==> src/hdl/ctmc_map.svh <==
`ifndef CTMC_MAP_SVH
`define CTMC_MAP_SVH

// Register byte offsets.
`define CTMC_OFS_CTRL 12'h000
`define CTMC_OFS_COUNT 12'h004
`define CTMC_OFS_ISTAT 12'h008
`define CTMC_OFS_ICLR 12'h00c
`define CTMC_OFS_IEN 12'h010

// Control register field positions.
`define CTMC_SEL_LSB 0
`define CTMC_SEL_MSB 2
`define CTMC_MODE_LSB 3
`define CTMC_MODE_MSB 5
`define CTMC_RUN 6
`define CTMC_UD 7
`define CTMC_UDE 8
`define CTMC_OE 9
`define CTMC_OTL 10
`define CTMC_FM 11
`define CTMC_EDGE 12
`define CTMC_CHDIR 13
`define CTMC_RDIR 14
`define CTMC_IREN 15

// Mode codes.
`define CTMC_M_TIMER 3'h0
`define CTMC_M_COUNTER 3'h1
`define CTMC_M_GATE_LO 3'h2
`define CTMC_M_GATE_HI 3'h3
`define CTMC_M_INC_ROT 3'h6
`define CTMC_M_INC_EDGE 3'h7

// Input selection codes for counter and incremental modes.
`define CTMC_S_NONE 3'h0
`define CTMC_S_ONE 3'h1
`define CTMC_S_TWO 3'h2
`define CTMC_S_BOTH 3'h3

// Prescaler: divide by two to the power of base plus selection.
`define CTMC_PRE_BASE_LOG 4'h3

// Interrupt status bit positions.
`define CTMC_IS_OVF 0
`define CTMC_IS_EDGE 1
`define CTMC_IS_CHDIR 2

// Reset values and count limits.
`define CTMC_CTRL_RST 16'h0000
`define CTMC_INT_RST 3'h0
`define CTMC_CNT_MAX 16'hffff
`define CTMC_CNT_MIN 16'h0000

`endif

==> src/hdl/ctmc_pkg.sv <==
package ctmc_pkg;

    // Sixteen bit register word.
    typedef logic [15:0] ctmc_word_t;

    // Three bit mode or selection field.
    typedef logic [2:0] ctmc_field_t;

    // Interrupt status, clear and enable layout.
    typedef logic [2:0] ctmc_int_t;

endpackage

==> src/hdl/ctmc_top.sv <==
// What this block does
// One sixteen bit readable and writable control register, cleared to zero by reset.
// Mode field bits 5 to 3 picks timer, counter, gated or incremental.
// Selection field bits 2 to 0 means prescaler or edge depending on mode.
// Timer codes 0 to 6 divide by 8 to 512, or 4 to 256 fast.
// Timer code 7 divides by 512 fast, otherwise by 1024.
// Fast bit 11 halves every prescaler ratio.
// Run bit 6 starts the timer when set and stops it when clear.
// Without external direction, bit 7 clear counts up, set counts down.
// Outside incremental modes, bit 8 chooses software bit or external direction input as direction source.
// Bit 9 set puts the toggle latch on the output pin, else low.
// Bit 10 inverts on each overflow or underflow and software may write it.
// Bit 12 is set on each counted edge in counter and incremental edge modes, cleared by software.
// Bit 13 is set on each direction change, cleared by software.
// Read only bit 14 shows 0 counting up and 1 counting down.
// Bit 15 lets edge and direction change flags raise the interrupt.
// Counter mode codes pick no edge, rising, falling or either edge.
// Incremental codes pick stopped, count pin, direction pin or both.
// Gated modes advance only while running and the gate is active.
// Software never writes reserved mode or selection codes.
`timescale 1ns/1ps
`include "ctmc_map.svh"

module ctmc_top
#(
    parameter int ADDR_W = 12,
    parameter int PRE_W = 10
)
(
    input wire logic pclk,
    input wire logic presetn,
    input wire logic psel,
    input wire logic penable,
    input wire logic pwrite,
    input wire logic [ADDR_W-1:0] paddr,
    input wire logic [31:0] pwdata,
    input wire logic [3:0] pstrb,
    output logic [31:0] prdata,
    output logic pready,
    output logic pslverr,
    input wire logic count_input_pin,
    input wire logic ext_direction_input,
    output logic toggle_output_pin,
    output logic irq
);

    // The prescaler must reach a ratio of 1024 and decode twelve offset bits.
    // The check runs at elaboration, so a bad parameter set never simulates.
    generate
        if (PRE_W < 10 || ADDR_W < 12)
        begin : g_param_check
            $error("ctmc_top: PRE_W must be at least 10 and ADDR_W at least 12.");
        end
    endgenerate

    // All state of the block.
    typedef struct packed {
        ctmc_pkg::ctmc_word_t ctrl;
        ctmc_pkg::ctmc_word_t count;
        logic [PRE_W-1:0] pre;
        logic a1;
        logic a2;
        logic a3;
        logic b1;
        logic b2;
        logic b3;
        ctmc_pkg::ctmc_int_t istat;
        ctmc_pkg::ctmc_int_t ien;
        logic [31:0] rdata;
        logic tout;
        logic irq;
    } ctmc_state_t;

    ctmc_state_t st_r;
    ctmc_state_t st_nxt;

    // Decoded bus and control values.
    logic setup_rd;
    logic acc;
    logic mapped;
    logic wr_ctrl;
    logic wr_count;
    logic wr_clr;
    logic wr_ien;
    ctmc_pkg::ctmc_field_t mode;
    ctmc_pkg::ctmc_field_t sel;
    logic run;
    logic fm;
    logic [3:0] div_log;
    logic [PRE_W-1:0] mask;
    logic tick;
    logic a_rise;
    logic a_fall;
    logic a_edge;
    logic b_edge;
    logic cnt_edge;
    logic step;
    logic edge_evt;
    logic quad;
    logic dir_down;
    logic chg;
    logic wrap;
    ctmc_pkg::ctmc_int_t ev;

    // Merges the two low byte lanes of a write into a sixteen bit word.
    function automatic ctmc_pkg::ctmc_word_t merge16(
        input ctmc_pkg::ctmc_word_t old,
        input logic [31:0] wd,
        input logic [3:0] strb
    );
        ctmc_pkg::ctmc_word_t res;
        res = old;
        if (strb[0])
        begin
            res[7:0] = wd[7:0];
        end
        if (strb[1])
        begin
            res[15:8] = wd[15:8];
        end
        return res;
    endfunction

    // The slave answers every transfer with no wait state.
    assign pready = 1'b1;
    assign pslverr = psel & penable & ~mapped;
    assign prdata = st_r.rdata;
    assign toggle_output_pin = st_r.tout;
    assign irq = st_r.irq;

    // Address decode and write strobes of the access phase.
    always_comb
    begin
        setup_rd = psel & ~penable & ~pwrite;
        acc = psel & penable & pwrite;
        mapped = (paddr[11:0] == `CTMC_OFS_CTRL) || (paddr[11:0] == `CTMC_OFS_COUNT)
            || (paddr[11:0] == `CTMC_OFS_ISTAT) || (paddr[11:0] == `CTMC_OFS_ICLR)
            || (paddr[11:0] == `CTMC_OFS_IEN);
        wr_ctrl = acc && paddr[11:0] == `CTMC_OFS_CTRL;
        wr_count = acc && paddr[11:0] == `CTMC_OFS_COUNT;
        wr_clr = acc && paddr[11:0] == `CTMC_OFS_ICLR && pstrb[0];
        wr_ien = acc && paddr[11:0] == `CTMC_OFS_IEN && pstrb[0];
    end

    // Field decode and prescaler tick.
    always_comb
    begin
        mode = st_r.ctrl[`CTMC_MODE_MSB:`CTMC_MODE_LSB];
        sel = st_r.ctrl[`CTMC_SEL_MSB:`CTMC_SEL_LSB];
        run = st_r.ctrl[`CTMC_RUN];
        fm = st_r.ctrl[`CTMC_FM];
        // Ratio is two to the power of three plus code, less one when fast.
        div_log = `CTMC_PRE_BASE_LOG + {1'b0, sel} - {3'h0, fm};
        mask = ~({PRE_W{1'b1}} << div_log);
        tick = (st_r.pre & mask) == mask;
    end

    // Edge detection on the synchronised pins.
    always_comb
    begin
        a_rise = st_r.a2 & ~st_r.a3;
        a_fall = ~st_r.a2 & st_r.a3;
        a_edge = a_rise | a_fall;
        b_edge = st_r.b2 ^ st_r.b3;
    end

    // Count event source per mode.
    always_comb
    begin
        cnt_edge = 1'b0;
        step = 1'b0;
        edge_evt = 1'b0;
        quad = 1'b0;
        unique case (mode)
            `CTMC_M_TIMER:
            begin
                step = run & tick;
            end
            `CTMC_M_GATE_LO:
            begin
                step = run & tick & ~st_r.a2;
            end
            `CTMC_M_GATE_HI:
            begin
                step = run & tick & st_r.a2;
            end
            `CTMC_M_COUNTER:
            begin
                unique case (sel)
                    `CTMC_S_ONE:
                    begin
                        cnt_edge = a_rise;
                    end
                    `CTMC_S_TWO:
                    begin
                        cnt_edge = a_fall;
                    end
                    `CTMC_S_BOTH:
                    begin
                        cnt_edge = a_edge;
                    end
                    default:
                    begin
                        cnt_edge = 1'b0;
                    end
                endcase
                step = run & cnt_edge;
                edge_evt = step;
            end
            `CTMC_M_INC_ROT, `CTMC_M_INC_EDGE:
            begin
                unique case (sel)
                    `CTMC_S_ONE:
                    begin
                        cnt_edge = a_edge;
                    end
                    `CTMC_S_TWO:
                    begin
                        cnt_edge = b_edge;
                    end
                    `CTMC_S_BOTH:
                    begin
                        cnt_edge = a_edge | b_edge;
                    end
                    default:
                    begin
                        cnt_edge = 1'b0;
                    end
                endcase
                quad = 1'b1;
                step = run & cnt_edge;
                // Only edge detection mode reports each counted edge.
                edge_evt = step && mode == `CTMC_M_INC_EDGE;
            end
            default:
            begin
                step = 1'b0;
            end
        endcase
    end

    // Counting direction and its change.
    always_comb
    begin
        if (quad)
        begin
            // Quadrature phase relation, inverted by the software bit.
            if (step && a_edge)
            begin
                dir_down = (st_r.a2 == st_r.b2) ^ st_r.ctrl[`CTMC_UD];
            end
            else if (step)
            begin
                dir_down = (st_r.a2 != st_r.b2) ^ st_r.ctrl[`CTMC_UD];
            end
            else
            begin
                dir_down = st_r.ctrl[`CTMC_RDIR];
            end
        end
        else if (st_r.ctrl[`CTMC_UDE])
        begin
            dir_down = st_r.b2;
        end
        else
        begin
            dir_down = st_r.ctrl[`CTMC_UD];
        end
        chg = dir_down != st_r.ctrl[`CTMC_RDIR];
        if (dir_down)
        begin
            wrap = st_r.count == `CTMC_CNT_MIN;
        end
        else
        begin
            wrap = st_r.count == `CTMC_CNT_MAX;
        end
    end

    // Next state of the whole block.
    always_comb
    begin
        st_nxt = st_r;
        // Two flip-flop synchronisers and an edge history stage.
        st_nxt.a1 = count_input_pin;
        st_nxt.a2 = st_r.a1;
        st_nxt.a3 = st_r.a2;
        st_nxt.b1 = ext_direction_input;
        st_nxt.b2 = st_r.b1;
        st_nxt.b3 = st_r.b2;
        st_nxt.pre = st_r.pre + 1'b1;
        // Software write to control keeps the read only direction bit.
        if (wr_ctrl)
        begin
            st_nxt.ctrl = merge16(st_r.ctrl, pwdata, pstrb);
            st_nxt.ctrl[`CTMC_RDIR] = st_r.ctrl[`CTMC_RDIR];
        end
        st_nxt.ctrl[`CTMC_RDIR] = dir_down;
        // A count write takes priority over a step in the same cycle.
        if (wr_count)
        begin
            st_nxt.count = merge16(st_r.count, pwdata, pstrb);
        end
        else if (step)
        begin
            if (dir_down)
            begin
                st_nxt.count = st_r.count - 1'b1;
            end
            else
            begin
                st_nxt.count = st_r.count + 1'b1;
            end
        end
        // Hardware sets apply after the write, so a set is never lost.
        if (step & wrap & ~wr_count)
        begin
            st_nxt.ctrl[`CTMC_OTL] = ~st_nxt.ctrl[`CTMC_OTL];
        end
        if (edge_evt)
        begin
            st_nxt.ctrl[`CTMC_EDGE] = 1'b1;
        end
        if (chg)
        begin
            st_nxt.ctrl[`CTMC_CHDIR] = 1'b1;
        end
        // Interrupt events; flag events need the flag interrupt enable.
        ev = '0;
        ev[`CTMC_IS_OVF] = step & wrap & ~wr_count;
        ev[`CTMC_IS_EDGE] = edge_evt & st_r.ctrl[`CTMC_IREN];
        ev[`CTMC_IS_CHDIR] = chg & st_r.ctrl[`CTMC_IREN];
        if (wr_clr)
        begin
            st_nxt.istat = st_r.istat & ~pwdata[2:0];
        end
        st_nxt.istat = st_nxt.istat | ev;
        if (wr_ien)
        begin
            st_nxt.ien = pwdata[2:0];
        end
        st_nxt.irq = |(st_nxt.istat & st_nxt.ien);
        st_nxt.tout = st_nxt.ctrl[`CTMC_OE] & st_nxt.ctrl[`CTMC_OTL];
        // Read data is captured in the setup phase.
        if (setup_rd)
        begin
            st_nxt.rdata = '0;
            unique case (paddr[11:0])
                `CTMC_OFS_CTRL:
                begin
                    st_nxt.rdata[15:0] = st_r.ctrl;
                end
                `CTMC_OFS_COUNT:
                begin
                    st_nxt.rdata[15:0] = st_r.count;
                end
                `CTMC_OFS_ISTAT:
                begin
                    st_nxt.rdata[2:0] = st_r.istat;
                end
                `CTMC_OFS_IEN:
                begin
                    st_nxt.rdata[2:0] = st_r.ien;
                end
                default:
                begin
                    st_nxt.rdata = '0;
                end
            endcase
        end
    end

    // State register with asynchronous reset.
    always_ff @(posedge pclk or negedge presetn)
    begin
        if (!presetn)
        begin
            st_r <= '0;
            st_r.ctrl <= `CTMC_CTRL_RST;
            st_r.istat <= `CTMC_INT_RST;
            st_r.ien <= `CTMC_INT_RST;
        end
        else
        begin
            st_r <= st_nxt;
        end
    end

endmodule

==> config.mk <==
export PLATFORM = sky130hd
export DESIGN_NAME = ctmc_top
export DESIGN_NICKNAME = d
export VERILOG_FILES = /design/src/hdl/ctmc_pkg.sv /design/src/hdl/ctmc_top.sv
export VERILOG_INCLUDE_DIRS = /design/src /design/src/hdl
export SDC_FILE = /design/constraint.sdc
export NUM_CORES = 1
export LEC_CHECK = 0
export ABC_AREA = 1
export BUFFER_PORTS_ARGS = -buffer_cell sky130_fd_sc_hd__buf_2
export CAP_MARGIN = 25
export CORE_ASPECT_RATIO = 1.75
export CORE_MARGIN = 2
export CORE_UTILIZATION = 40
export CTS_CLUSTER_DIAMETER = 150
export DETAILED_ROUTE_END_ITERATION = 10
export GPL_TIMING_DRIVEN = 0
export PLACE_DENSITY_LB_ADDON = 0.12
export SYNTH_ARGS = -nofsm -noshare
export SYNTH_HDL_FRONTEND = slang
export SYNTH_SLANG_ARGS = --single-unit
==> constraint.sdc <==
create_clock -name pclk -period 4.6 [get_ports pclk]
set_input_delay 0.46 -clock pclk [delete_from_list [all_inputs] [get_ports pclk]]
set_output_delay 0.46 -clock pclk [all_outputs]
set_load 0.05 [all_outputs]
# Word level (Yosys, flattened, before mapping)

Index checks and enable logic that the tools add are counted.

Register bits: 72
Output and inout bits: 36

Add/subtract/negate cells: 5
Equality and inequality tests: 19
Shift operators: 1
Multiplexer cells: 27
Bitwise gates (word level): 35
Reduce and logical (&&, ||, !) cells: 28

Operators with widths:

| kind                                                                 | number |
|---|---|
| 16-bit 2-to-1 mux                                                    | 3 |
| 13-bit one-hot mux with 2 select lines                               | 1 |
| 12-bit by 4-bit == test with 1-bit output, second input constant     | 2 |
| 8-bit 2-to-1 mux                                                     | 3 |
| 1-bit AND                                                            | 17 |
| 16-bit by 1-bit adder with 16-bit output, second input constant      | 1 |
| 16-bit == test, second input constant                                | 1 |
| 16-bit zero test                                                     | 1 |
| 16-bit by 1-bit subtractor with 16-bit output, second input constant | 1 |
| 14-bit 2-to-1 mux                                                    | 1 |
| 12-bit by 3-bit == test with 1-bit output, second input constant     | 1 |
| 12-bit by 5-bit == test with 1-bit output, second input constant     | 1 |
| 3-bit by 2-bit == test with 1-bit output, second input constant      | 4 |
| 12-bit zero test                                                     | 1 |
| 3-bit one-hot mux with 4 select lines                                | 1 |
| 2-bit AND reduction                                                  | 6 |
| 1-bit 2-to-1 mux                                                     | 11 |
| 10-bit by 1-bit adder with 10-bit output, second input constant      | 1 |
| 10-bit AND                                                           | 1 |
| 10-bit == test                                                       | 1 |
| 10-bit NOT                                                           | 1 |
| 2-bit nonzero test                                                   | 5 |
| 10-bit by 4-bit << shifter with 10-bit output, first input constant  | 1 |
| 1-bit logical AND                                                    | 8 |
| 22 further kinds                                                     | 41 |

# Logic depth before layout (Yosys ltp)

Gate-level depths: netlist of run 1.

Depth after elaboration: 18
Mapped depth: 29
Mapped depth without buffers: 29

# Least setup slack after synthesis of run 1

Ideal clock, no wire load.

Path type: input-to-output
From: in paddr[11]
To: out pslverr
Arrival time: 3478 ps
Required time: 4140 ps
Path slack: 662 ps
Stages: 8
Buffers on the path: 0
Cell sequence: nor2_1 nand2_1 inv_2 nand4_1 nor2_4 inv_1 nand3_1 a2111oi_0

Longest elaborated chain between the ends: 7

RTL lines:

| what                                                                                 | line            | RTL |
|---|---|---|
| from (decl)                                                                          | ctmc_top.sv:35  | `input wire logic [ADDR_W-1:0] paddr,` |
| 12-bit by 3-bit == test with 1-bit output / 12-bit zero test (equally long branches) | -               |  |
| 1-bit logical OR (3 in a row)                                                        | ctmc_top.sv:136 | `` mapped = (paddr[11:0] == `CTMC_OFS_CTRL) \|\| (paddr[11:0] == `CTMC_OFS_COUNT) `` |
| 1-bit logical OR *                                                                   | ctmc_top.sv:136 |  |
| 1-bit NOT *                                                                          | ctmc_top.sv:126 | `assign pslverr = psel & penable & ~mapped;` |
| 1-bit AND *                                                                          | ctmc_top.sv:126 |  |
| to (decl)                                                                            | ctmc_top.sv:40  | `output logic pslverr,` |

Mark *: on every way between the ends. The rest lies on a longest branch, timed or not.

# Final worst setup path of run 1

From: reg st_r, in the netlist sel[0]
To: reg st_r[70] (netlist bit)

Longest elaborated chain between the ends: 15

RTL lines:

| what                                                         | line                                              | RTL |
|---|---|---|
| from (decl)                                                  | ctmc_top.sv:74                                    | `ctmc_state_t st_r;` |
| from (signal assigned)                                       | ctmc_top.sv:385                                   | `st_r <= st_nxt;` |
| 2-bit by 3-bit adder with 4-bit output (no source line)      | -                                                 |  |
| 4-bit by 1-bit subtractor with 4-bit output (no source line) | -                                                 |  |
| 10-bit by 4-bit << shifter with 10-bit output                | ctmc_top.sv:154                                   | `mask = ~({PRE_W{1'b1}} << div_log);` |
| 10-bit NOT                                                   | ctmc_top.sv:154                                   |  |
| 10-bit AND                                                   | ctmc_top.sv:155                                   | `tick = (st_r.pre & mask) == mask;` |
| 10-bit == test                                               | ctmc_top.sv:155                                   |  |
| 1-bit AND                                                    | ctmc_top.sv:177, ctmc_top.sv:181, ctmc_top.sv:185 |  |
| 1-bit AND (on tied branches)                                 | ctmc_top.sv:185, ctmc_top.sv:181                  |  |
| 1-bit one-hot mux with 5 select lines *                      | ctmc_top.sv:174                                   | `unique case (mode)` |
| 1-bit 2-to-1 mux / 1-bit logical AND (equally long branches) | ctmc_top.sv:252, ctmc_top.sv:248                  |  |
| 1-bit 2-to-1 mux *                                           | ctmc_top.sv:248                                   | `if (step && a_edge)` |
| 1-bit 2-to-1 mux *                                           | ctmc_top.sv:245                                   | `if (quad)` |
| named net dir_down                                           | ctmc_top.sv:100                                   | `logic dir_down;` |
| 16-bit 2-to-1 mux *                                          | ctmc_top.sv:306                                   | `if (dir_down)` |
| 16-bit 2-to-1 mux *                                          | ctmc_top.sv:304                                   | `else if (step)` |
| 16-bit 2-to-1 mux *                                          | ctmc_top.sv:300                                   | `if (wr_count)` |

The timed path passes the listed nets; every way through them passes the cells marked *. The select of a mux whose other input is x is not followed.
A chain may end at the register's enable or synchronous reset.

==> results of run 1 <==
-- placed cells by master, fill, tap and decap left out, types with 5 or more instances in the layout --
master,Yosys,final
o21a_1,9,9
inv_2,12,13
a21oi_1,19,17
dfrtp_1,72,71
xnor2_1,10,10
nor2_1,29,28
o21ai_1,14,17
clkbuf_16,0,9
nand4_1,11,11
nand3_2,5,5
nor3_1,6,6
o221ai_1,9,9
nand2_1,108,108
o21ai_0,41,38
conb_1,2,17
ha_1,20,18
xor2_1,11,11
buf_4,33,39
nor4_1,8,8
buf_2,0,54
inv_1,85,83
nor2_2,5,5
nand2_2,13,13
nand3_1,25,25
-- cell usage after synthesis, types with 3 or more instances --
library cell	number	area (um2)
nand3b_1	3	22.5
o211ai_1	4	30.0
nor2_4	3	33.8
nor2_1	29	109
nand2_2	13	81.3
a21oi_1	19	95.1
o21ai_0	41	205
o221ai_1	9	78.8
inv_2	12	45.0
a221oi_1	3	26.3
xnor2_1	10	87.6
nand2_1	108	405
buf_4	33	248
nor3_1	6	30.0
o21ai_1	14	70.1
xor2_1	11	96.3
ha_1	20	250
nor2_2	5	31.3
o21a_1	9	67.6
inv_1	85	319
nand3_1	25	125
nor4_1	8	50.1
nand4_1	11	68.8
clkbuf_1	4	15.0
o22ai_1	4	25.0
nand3_2	5	50.1
dfrtp_1	72	1800
-- sequential cells by signal (all words and copies together), names as in the netlist --
signal / cells
run: 1
toggle_output_pin: 1
st_r: 42
prdata: 16
st_nxt: 4
sel: 3
mode: 3
irq: 1
fm: 1
-- final cells by class --
type | count | area [um2]
fillers | 1213 | 6120
multi-input cells | 408 | 2530
flip-flops and latches | 72 | 1800
inverters | 99 | 378
repair buffers | 62 | 353
plain buffers | 39 | 285
clock buffers | 10 | 239
well taps | 137 | 171
clock inverters | 5 | 57.6
-- through the flow --
stage	instance area (um2)	setup slack, ns	hold slack (ns)
global placement	5380	0.0431	0.345
detailed placement	5410	-0.0594	0.321
CTS	5740	0.132	0.226
floorplan	4930	0.662	0.164
global route	5820	0.00709	0.222
finish	5820	0.279	0.231
-- layer usage --
metal,wire length (um),part of all wire,GRT usage
met1,5040,0.38,0.222
met2,7470,0.56,0.389
met3,372,0.028,0.0331
met4,477,0.036,0.104
met5,0,0,0
-- power groups by stage --
stage	logic [mW]	registers, mW	clock network (mW)
2_1_floorplan	0.211	0.674	0
4_1_cts	0.289	0.666	0.708
3_3_place_gp	0.279	0.676	0
6_report	0.292	0.665	0.699
3_5_place_dp	0.285	0.677	0
5_1_grt	0.315	0.668	0.740
-- repair_timing --
item                                    4_1_cts  5_1_grt
endpoints found under the setup margin        1        6
hold endpoints to repair                     11        0
hold buffers                                  1        0
setup buffers                                 3        2
pin swaps                                     0        2
resized for setup                             1       14
-- cells by family after synthesis --
logic type	after synthesis
compound gates	124
other cells	2
xor+xnor	21
simple gates	224
fa+ha+maj	22
buf+inv	138
flops	72
-- worst max path at each step --
stage	end	from
floorplan	pslverr	paddr[11]
global placement	st_r[65]$_DFFE_PN0P_	fm$_DFFE_PN0P_
detailed placement	st_r[65]$_DFFE_PN0P_	fm$_DFFE_PN0P_
CTS	st_r[70]$_DFFE_PN0P_	fm$_DFFE_PN0P_
global route	st_r[70]$_DFFE_PN0P_	sel[0]$_DFFE_PN0P_
finish	st_r[70]$_DFFE_PN0P_	sel[0]$_DFFE_PN0P_
==> key figures, run 1 <==
Floorplan
  • DIE WIDTH: 87.5 um
  • Core region area: 11900 um2
  • Die area: 13100 um2
  • Die Y: 150 um
  • Initial Util: 0.408
  • # rows: 53
  • Ports: 91

Timing
  • Final setup fails: 0
  • Final Slew Violations: 0
  • Final Hold Vio Count: 0
  • Slew @ Worst Pin: 0.848 ns
  • Setup tns final: 0 ns
  • Clk_skew: 0.00720 ns
  • Final worst-path cycle share: 0.939
  • Max Fclk: 231 MHz
  • Post-layout min period: 4.32 ns
  • Worst slew margin: 0.430
  • RSZ-0062 raised after global routing: false

Critical path
  • CP Depth: 26
  • CP Buf/Inv Count: 4
  • Crit-path max FO: 7
  • Cell family with most CP delay: simple AND/OR/NAND/NOR gates
  • Reg2reg start: sel[0]$_DFFE_PN0P_
  • CP dominant cell by count: nand2_1
  • Crit path kind: reg -> reg
  • Critical Path Slowest Stage Cell: fa_1
  • FF-to-FF End: st_r[70]$_DFFE_PN0P_
  • CP endpoint kind: flop
  • Worst path required time: 4.81 ns
  • R2R Setup Slk: 0.28 ns
  • Worst-case reg-to-reg path depth: 26
  • CP max stage delay: 0.50 ns
  • CP Launch Type: flop
  • Arr. time, crit path: 4.54 ns

Yosys
  • Compound-Gate Fraction of Synth Area: 0.165
  • Asr flop ratio synth: 1.00
  • Mux cell area share after synthesis: 0
  • YS warnings: 0
  • Mapped Avg Cell Area: 8.09 um2
  • Top FF cell, synth: dfrtp_1
  • Cells after synthesis: 603
  • Number of enable flip-flop cells after synthesis: 0
  • Register bit total from synthesis: 72
  • Post-synthesis cell type count: 54
  • Combinational family with the most area after synthesis: simple AND/OR/NAND/NOR gates
  • Synth Area in XOR/XNOR: 0.0377
  • Simple-gate share of the synthesized area: 0.231
  • Adder-Cell Fraction of Synth Area: 0.0595
  • Post-synthesis sequential area ratio: 0.370
  • Synth Cell Area: 4880 um2

Global routing
  • Vias in the first global route: 4215
  • GRT Resource Usage Total: 0.210
  • Grt total ovfl: 0
  • Antenna violations before repair: 0
  • Largest net degree at the start of global routing: 62
  • Global-route wire length before repair: 20.7 mm

Pwr
  • Sw Share: 0.285
  • Clock Power Share: 0.422
  • Logic pwr share: 0.176
  • Static leakage: 2.91 nW
  • Psw: 0.472 mW
  • PwrDens: 285 nW/um2
  • Flop pwr share: 0.402
  • Power Total: 1.66 mW
  • Peak supply drop: 0.160 mV
  • Int Pwr: 1.18 mW

Cells and area
  • # nets final: 768
  • Core Util, Final: 0.487
  • Layout cells sized above 1: 0.255
  • Area grow syn2layout: 19.3%
  • Diode count: 0
  • Post-route insts no fill: 832

Clock tree
  • Clock-pin slew on the worst setup and hold paths: 0.06 ns
  • Number of clock sinks: 72
  • Worst skew pair latency: 0.34 ns
  • CTS tree: built
  • Root buffer cell: clkbuf_16
  • H-tree Lvls: 3
  • CTS buffer count: 9
  • Maximum buffer depth of the clock tree: 2

Route
  • Drt drc: 0
  • Via-to-Cell Ratio: 5.15
  • DRT iter0 DRCs: 153
  • Pre-Repair DR Iteration Count: 5
  • Routed WL: 13.4 mm
  • Drt wl/cell: 16.1 um
  • Post-DRT Antenna Nets: 0
  • Via Count: 4281

Placement
  • Port-buffer cells: 55
  • Placed cells: 811
  • RD Place Congestion: 0.881
  • Placed wire-length estimate: 10.7 mm

Run
  • MaxCap Viol Count: 0

Worst hold path
  • Hold_sp: count_input_pin
  • Hold Path Depth: 1
  • Min-Delay Path Class: in -> reg
  • Worst Hold End: st_nxt[44]$_DFF_PN0_

Outcome
  • Status: finished, final reports clean
No activity file was read; power rests on OpenSTA's default activity.
==> run 2: changes to the inputs <==
--- a/config.mk
+++ b/config.mk
@@ -6,7 +6,6 @@
 export SDC_FILE = /design/constraint.sdc
 export NUM_CORES = 1
 export LEC_CHECK = 0
-export ABC_AREA = 1
 export BUFFER_PORTS_ARGS = -buffer_cell sky130_fd_sc_hd__buf_2
 export CAP_MARGIN = 25
 export CORE_ASPECT_RATIO = 1.75
==> run 2 against run 1 <==
Net effect:
- combinational power decreased by 21%
- area after synthesis decreased by 6.8%
- die area decreased by 6.5%
- clock skew about the same
- critical path depth decreased by 12
- total power decreased by 3.7%
- clock power decreased by 0.6%
- clock-buffer cell count unchanged
- design area decreased by 7.6%
- first-iteration DRC count increased by 56%
- non-clock buffer count unchanged
==> key figures, run 2 <==
Timing
  • Final setup fails: 0
  • Final Slew Violations: 0
  • Final worst-path cycle share: 0.913
  • Final Hold Vio Count: 0
  • Post-layout min period: 4.20 ns
  • Max Fclk: 238 MHz
  • Clk_skew: 0.00691 ns
  • Worst slew margin: 0.367
  • RSZ-0062 raised after global routing: false
  • Slew @ Worst Pin: 0.939 ns

Pwr
  • Static leakage: 2.63 nW
  • Peak supply drop: 0.245 mV
  • Power Total: 1.60 mW
  • PwrDens: 297 nW/um2

Yosys
  • Register bit total from synthesis: 72
  • Largest cells by area after synthesis: dfrtp_1 40%, buf_4 5.6%, ha_1 5.5%
  • Top FF cell, synth: dfrtp_1
  • Asr flop ratio synth: 1.00
  • Cells after synthesis: 479
  • Yosys top cell by area: dfrtp_1
  • Count leader, synth: dfrtp_1
  • Mapped Avg Cell Area: 9.49 um2
  • Area share of the largest cell type after synthesis: 0.396
  • Number of enable flip-flop cells after synthesis: 0
  • YS warnings: 0
  • Post-synthesis sequential area ratio: 0.396
  • Most frequent cells after synthesis: 72 x dfrtp_1, 34 x buf_4, 34 x nand2_1, 34 x nor2_1, 31 x a21oi_1
  • Post-synthesis cell type count: 62
  • Synth Cell Area: 4550 um2

Critical path
  • Crit-path max FO: 18
  • Arr. time, crit path: 4.37 ns
  • Crit path kind: reg -> reg
  • Worst path required time: 4.77 ns
  • CP endpoint kind: flop
  • CP Launch Type: flop

Route
  • Post-DRT Antenna Nets: 0
  • DRT iter0 DRCs: 238
  • Via-to-Cell Ratio: 5.35
  • Drt drc: 0
  • Routed WL: 11.7 mm
  • Via Count: 3722
  • Drt wl/cell: 16.8 um
  • Pre-Repair DR Iteration Count: 4

Run
  • MaxCap Viol Count: 0

Floorplan
  • Die Y: 145 um
  • DIE WIDTH: 84.6 um
  • Core region area: 11100 um2
  • Ports: 91
  • Initial Util: 0.409
  • Die area: 12300 um2
  • # rows: 51

Worst hold path
  • Min-Delay Path Class: in -> async

Global routing
  • GRT Resource Usage Total: 0.201
  • Antenna violations before repair: 0
  • Vias in the first global route: 3820
  • Grt total ovfl: 0
  • Global-route wire length before repair: 19.6 mm
  • Largest net degree at the start of global routing: 44

Cells and area
  • Max reg flops: 42
  • Most common cell after layout, fill and taps aside: dfrtp_1
  • Area grow syn2layout: 18.3%
  • # nets final: 637
  • Commonest non-fill, non-tap cells in the layout: 72 x dfrtp_1, 55 x buf_2, 35 x buf_4, 34 x nand2_1, 34 x nor2_1
  • Largest reg by FF count: st_r
  • Layout cells sized above 1: 0.236
  • Core Util, Final: 0.484
  • Diode count: 0

Outcome
  • Status: finished, final reports clean

Clock tree
  • H-tree Lvls: 3
  • CTS Hold Bufs: 0
  • Root buffer cell: clkbuf_16
  • CTS buffer count: 9
  • Post-CTS Setup Bufs: 0
  • Worst skew pair latency: 0.33 ns
  • Maximum buffer depth of the clock tree: 2
  • Clock-pin slew on the worst setup and hold paths: 0.06 ns
  • Number of clock sinks: 72
  • CTS tree: built

Placement
  • Port-buffer cells: 54
  • RD Place Congestion: 0.889
  • Placed wire-length estimate: 9.16 mm
==> run 2: changes by cell type after synthesis, sizes merged, moves of 8 or more <==
cell,change
nand2,-88
inv,-83
o21ai,-31
nand3,-25
a22oi,+16
mux2,+13
mux2i,+10
a21oi,+9
nor2b,+9
o221ai,-9
and3,+8
nand2b,+8
==> run 2: final cells by class <==
| class | instances | area, um2 |
|---|---|---|
| clock buffers | 10 | 239 |
| flip-flops and latches | 72 | 1800 |
| plain buffers | 46 | 310 |
| fillers | 1111 | 5730 |
| repair buffers | 55 | 300 |
| multi-input cells | 361 | 2450 |
| inverters | 15 | 56.3 |
| well taps | 132 | 165 |
| clock inverters | 5 | 56.3 |
==> run 2: repair_timing <==
item	in CTS	in global routing
pin swaps	0	0
setup endpoints to repair	1	1
gates resized for setup	2	3
==> run 2: worst paths after layout <==
check | start | endpoint | slack [ns] | cells past startpoint
worst max-delay path | st_nxt[43]$_DFF_PN0_ | st_r[71]$_DFFE_PN0P_ | 0.40 | 14
worst min-delay path | presetn | fm$_DFFE_PN0P_ | 0.06 | 1
worst max register to register | st_nxt[43]$_DFF_PN0_ | st_r[71]$_DFFE_PN0P_ | 0.40 | 14
worst min register to register | st_nxt[44]$_DFF_PN0_ | st_nxt[43]$_DFF_PN0_ | 0.35 | 0
max in group asynchronous | presetn | sel[2]$_DFFE_PN0P_ | 3.98 | 2
min in group pclk | count_input_pin | st_nxt[44]$_DFF_PN0_ | 0.24 | 1
==> run 2: cell families after synthesis <==
| group | count (synthesis) | synth area share |
|---|---|---|
| buffers and inverters | 61 | 0.0806 |
| and+or+nand+nor | 145 | 0.170 |
| other | 2 | 0.00165 |
| AOI/OAI and AO/OA | 127 | 0.181 |
| xor gates and xnor gates | 27 | 0.0520 |
| DFF | 72 | 0.396 |
| adders and majority gates | 22 | 0.0639 |
| muxes | 23 | 0.0542 |
==> run 2: metal layers <==
layer / global-route usage / up-vias / routed length [um]
met1: 0.236 / 1752 / 4580
li1: - / 1844 / -
met4: 0.100 / 0 / 445
met3: 0.0313 / 25 / 509
met5: 0 / - / 0
met2: 0.350 / 101 / 6170
==> run 2: power by group <==
group	internal, mW	total (mW)	switching [mW]
registers	0.656	0.668	0.0128
clock network	0.431	0.695	0.264
logic	0.0764	0.232	0.155
total	1.16	1.60	0.432
==> run 2: critical path: stages, from the launching register on <==
cell	delay, ns
dfrtp_1	0.44
ha_1	0.36
nand2b_1	0.12
a211oi_1	0.07
o211a_1	0.27
or2_2	0.35
o211a_4	0.36
ha_1	0.32
a211oi_1	0.30
o21ai_0	0.21
a311o_1	0.36
a2111oi_2	0.44
nor3_1	0.10
o31ai_1	0.26
o31ai_1	0.10
==> run 2: stage by stage <==
| step | setup TNS (ns) | hold WS, ns | setup WS (ns) | area [um2] | instances |
|---|---|---|---|---|---|
| after global routing | 0 | 0.0833 | 0.00629 | 5380 | 696 |
| after global placement | -0.175 | 0.333 | -0.175 | 5040 | 680 |
| after CTS | 0 | 0.0704 | 0.0430 | 5360 | 696 |
| final | 0 | 0.0562 | 0.401 | 5380 | 696 |
| after detailed placement | -0.206 | 0.339 | -0.206 | 5070 | 681 |
| after floorplan | 0 | 0.164 | 0.510 | 4600 | 494 |
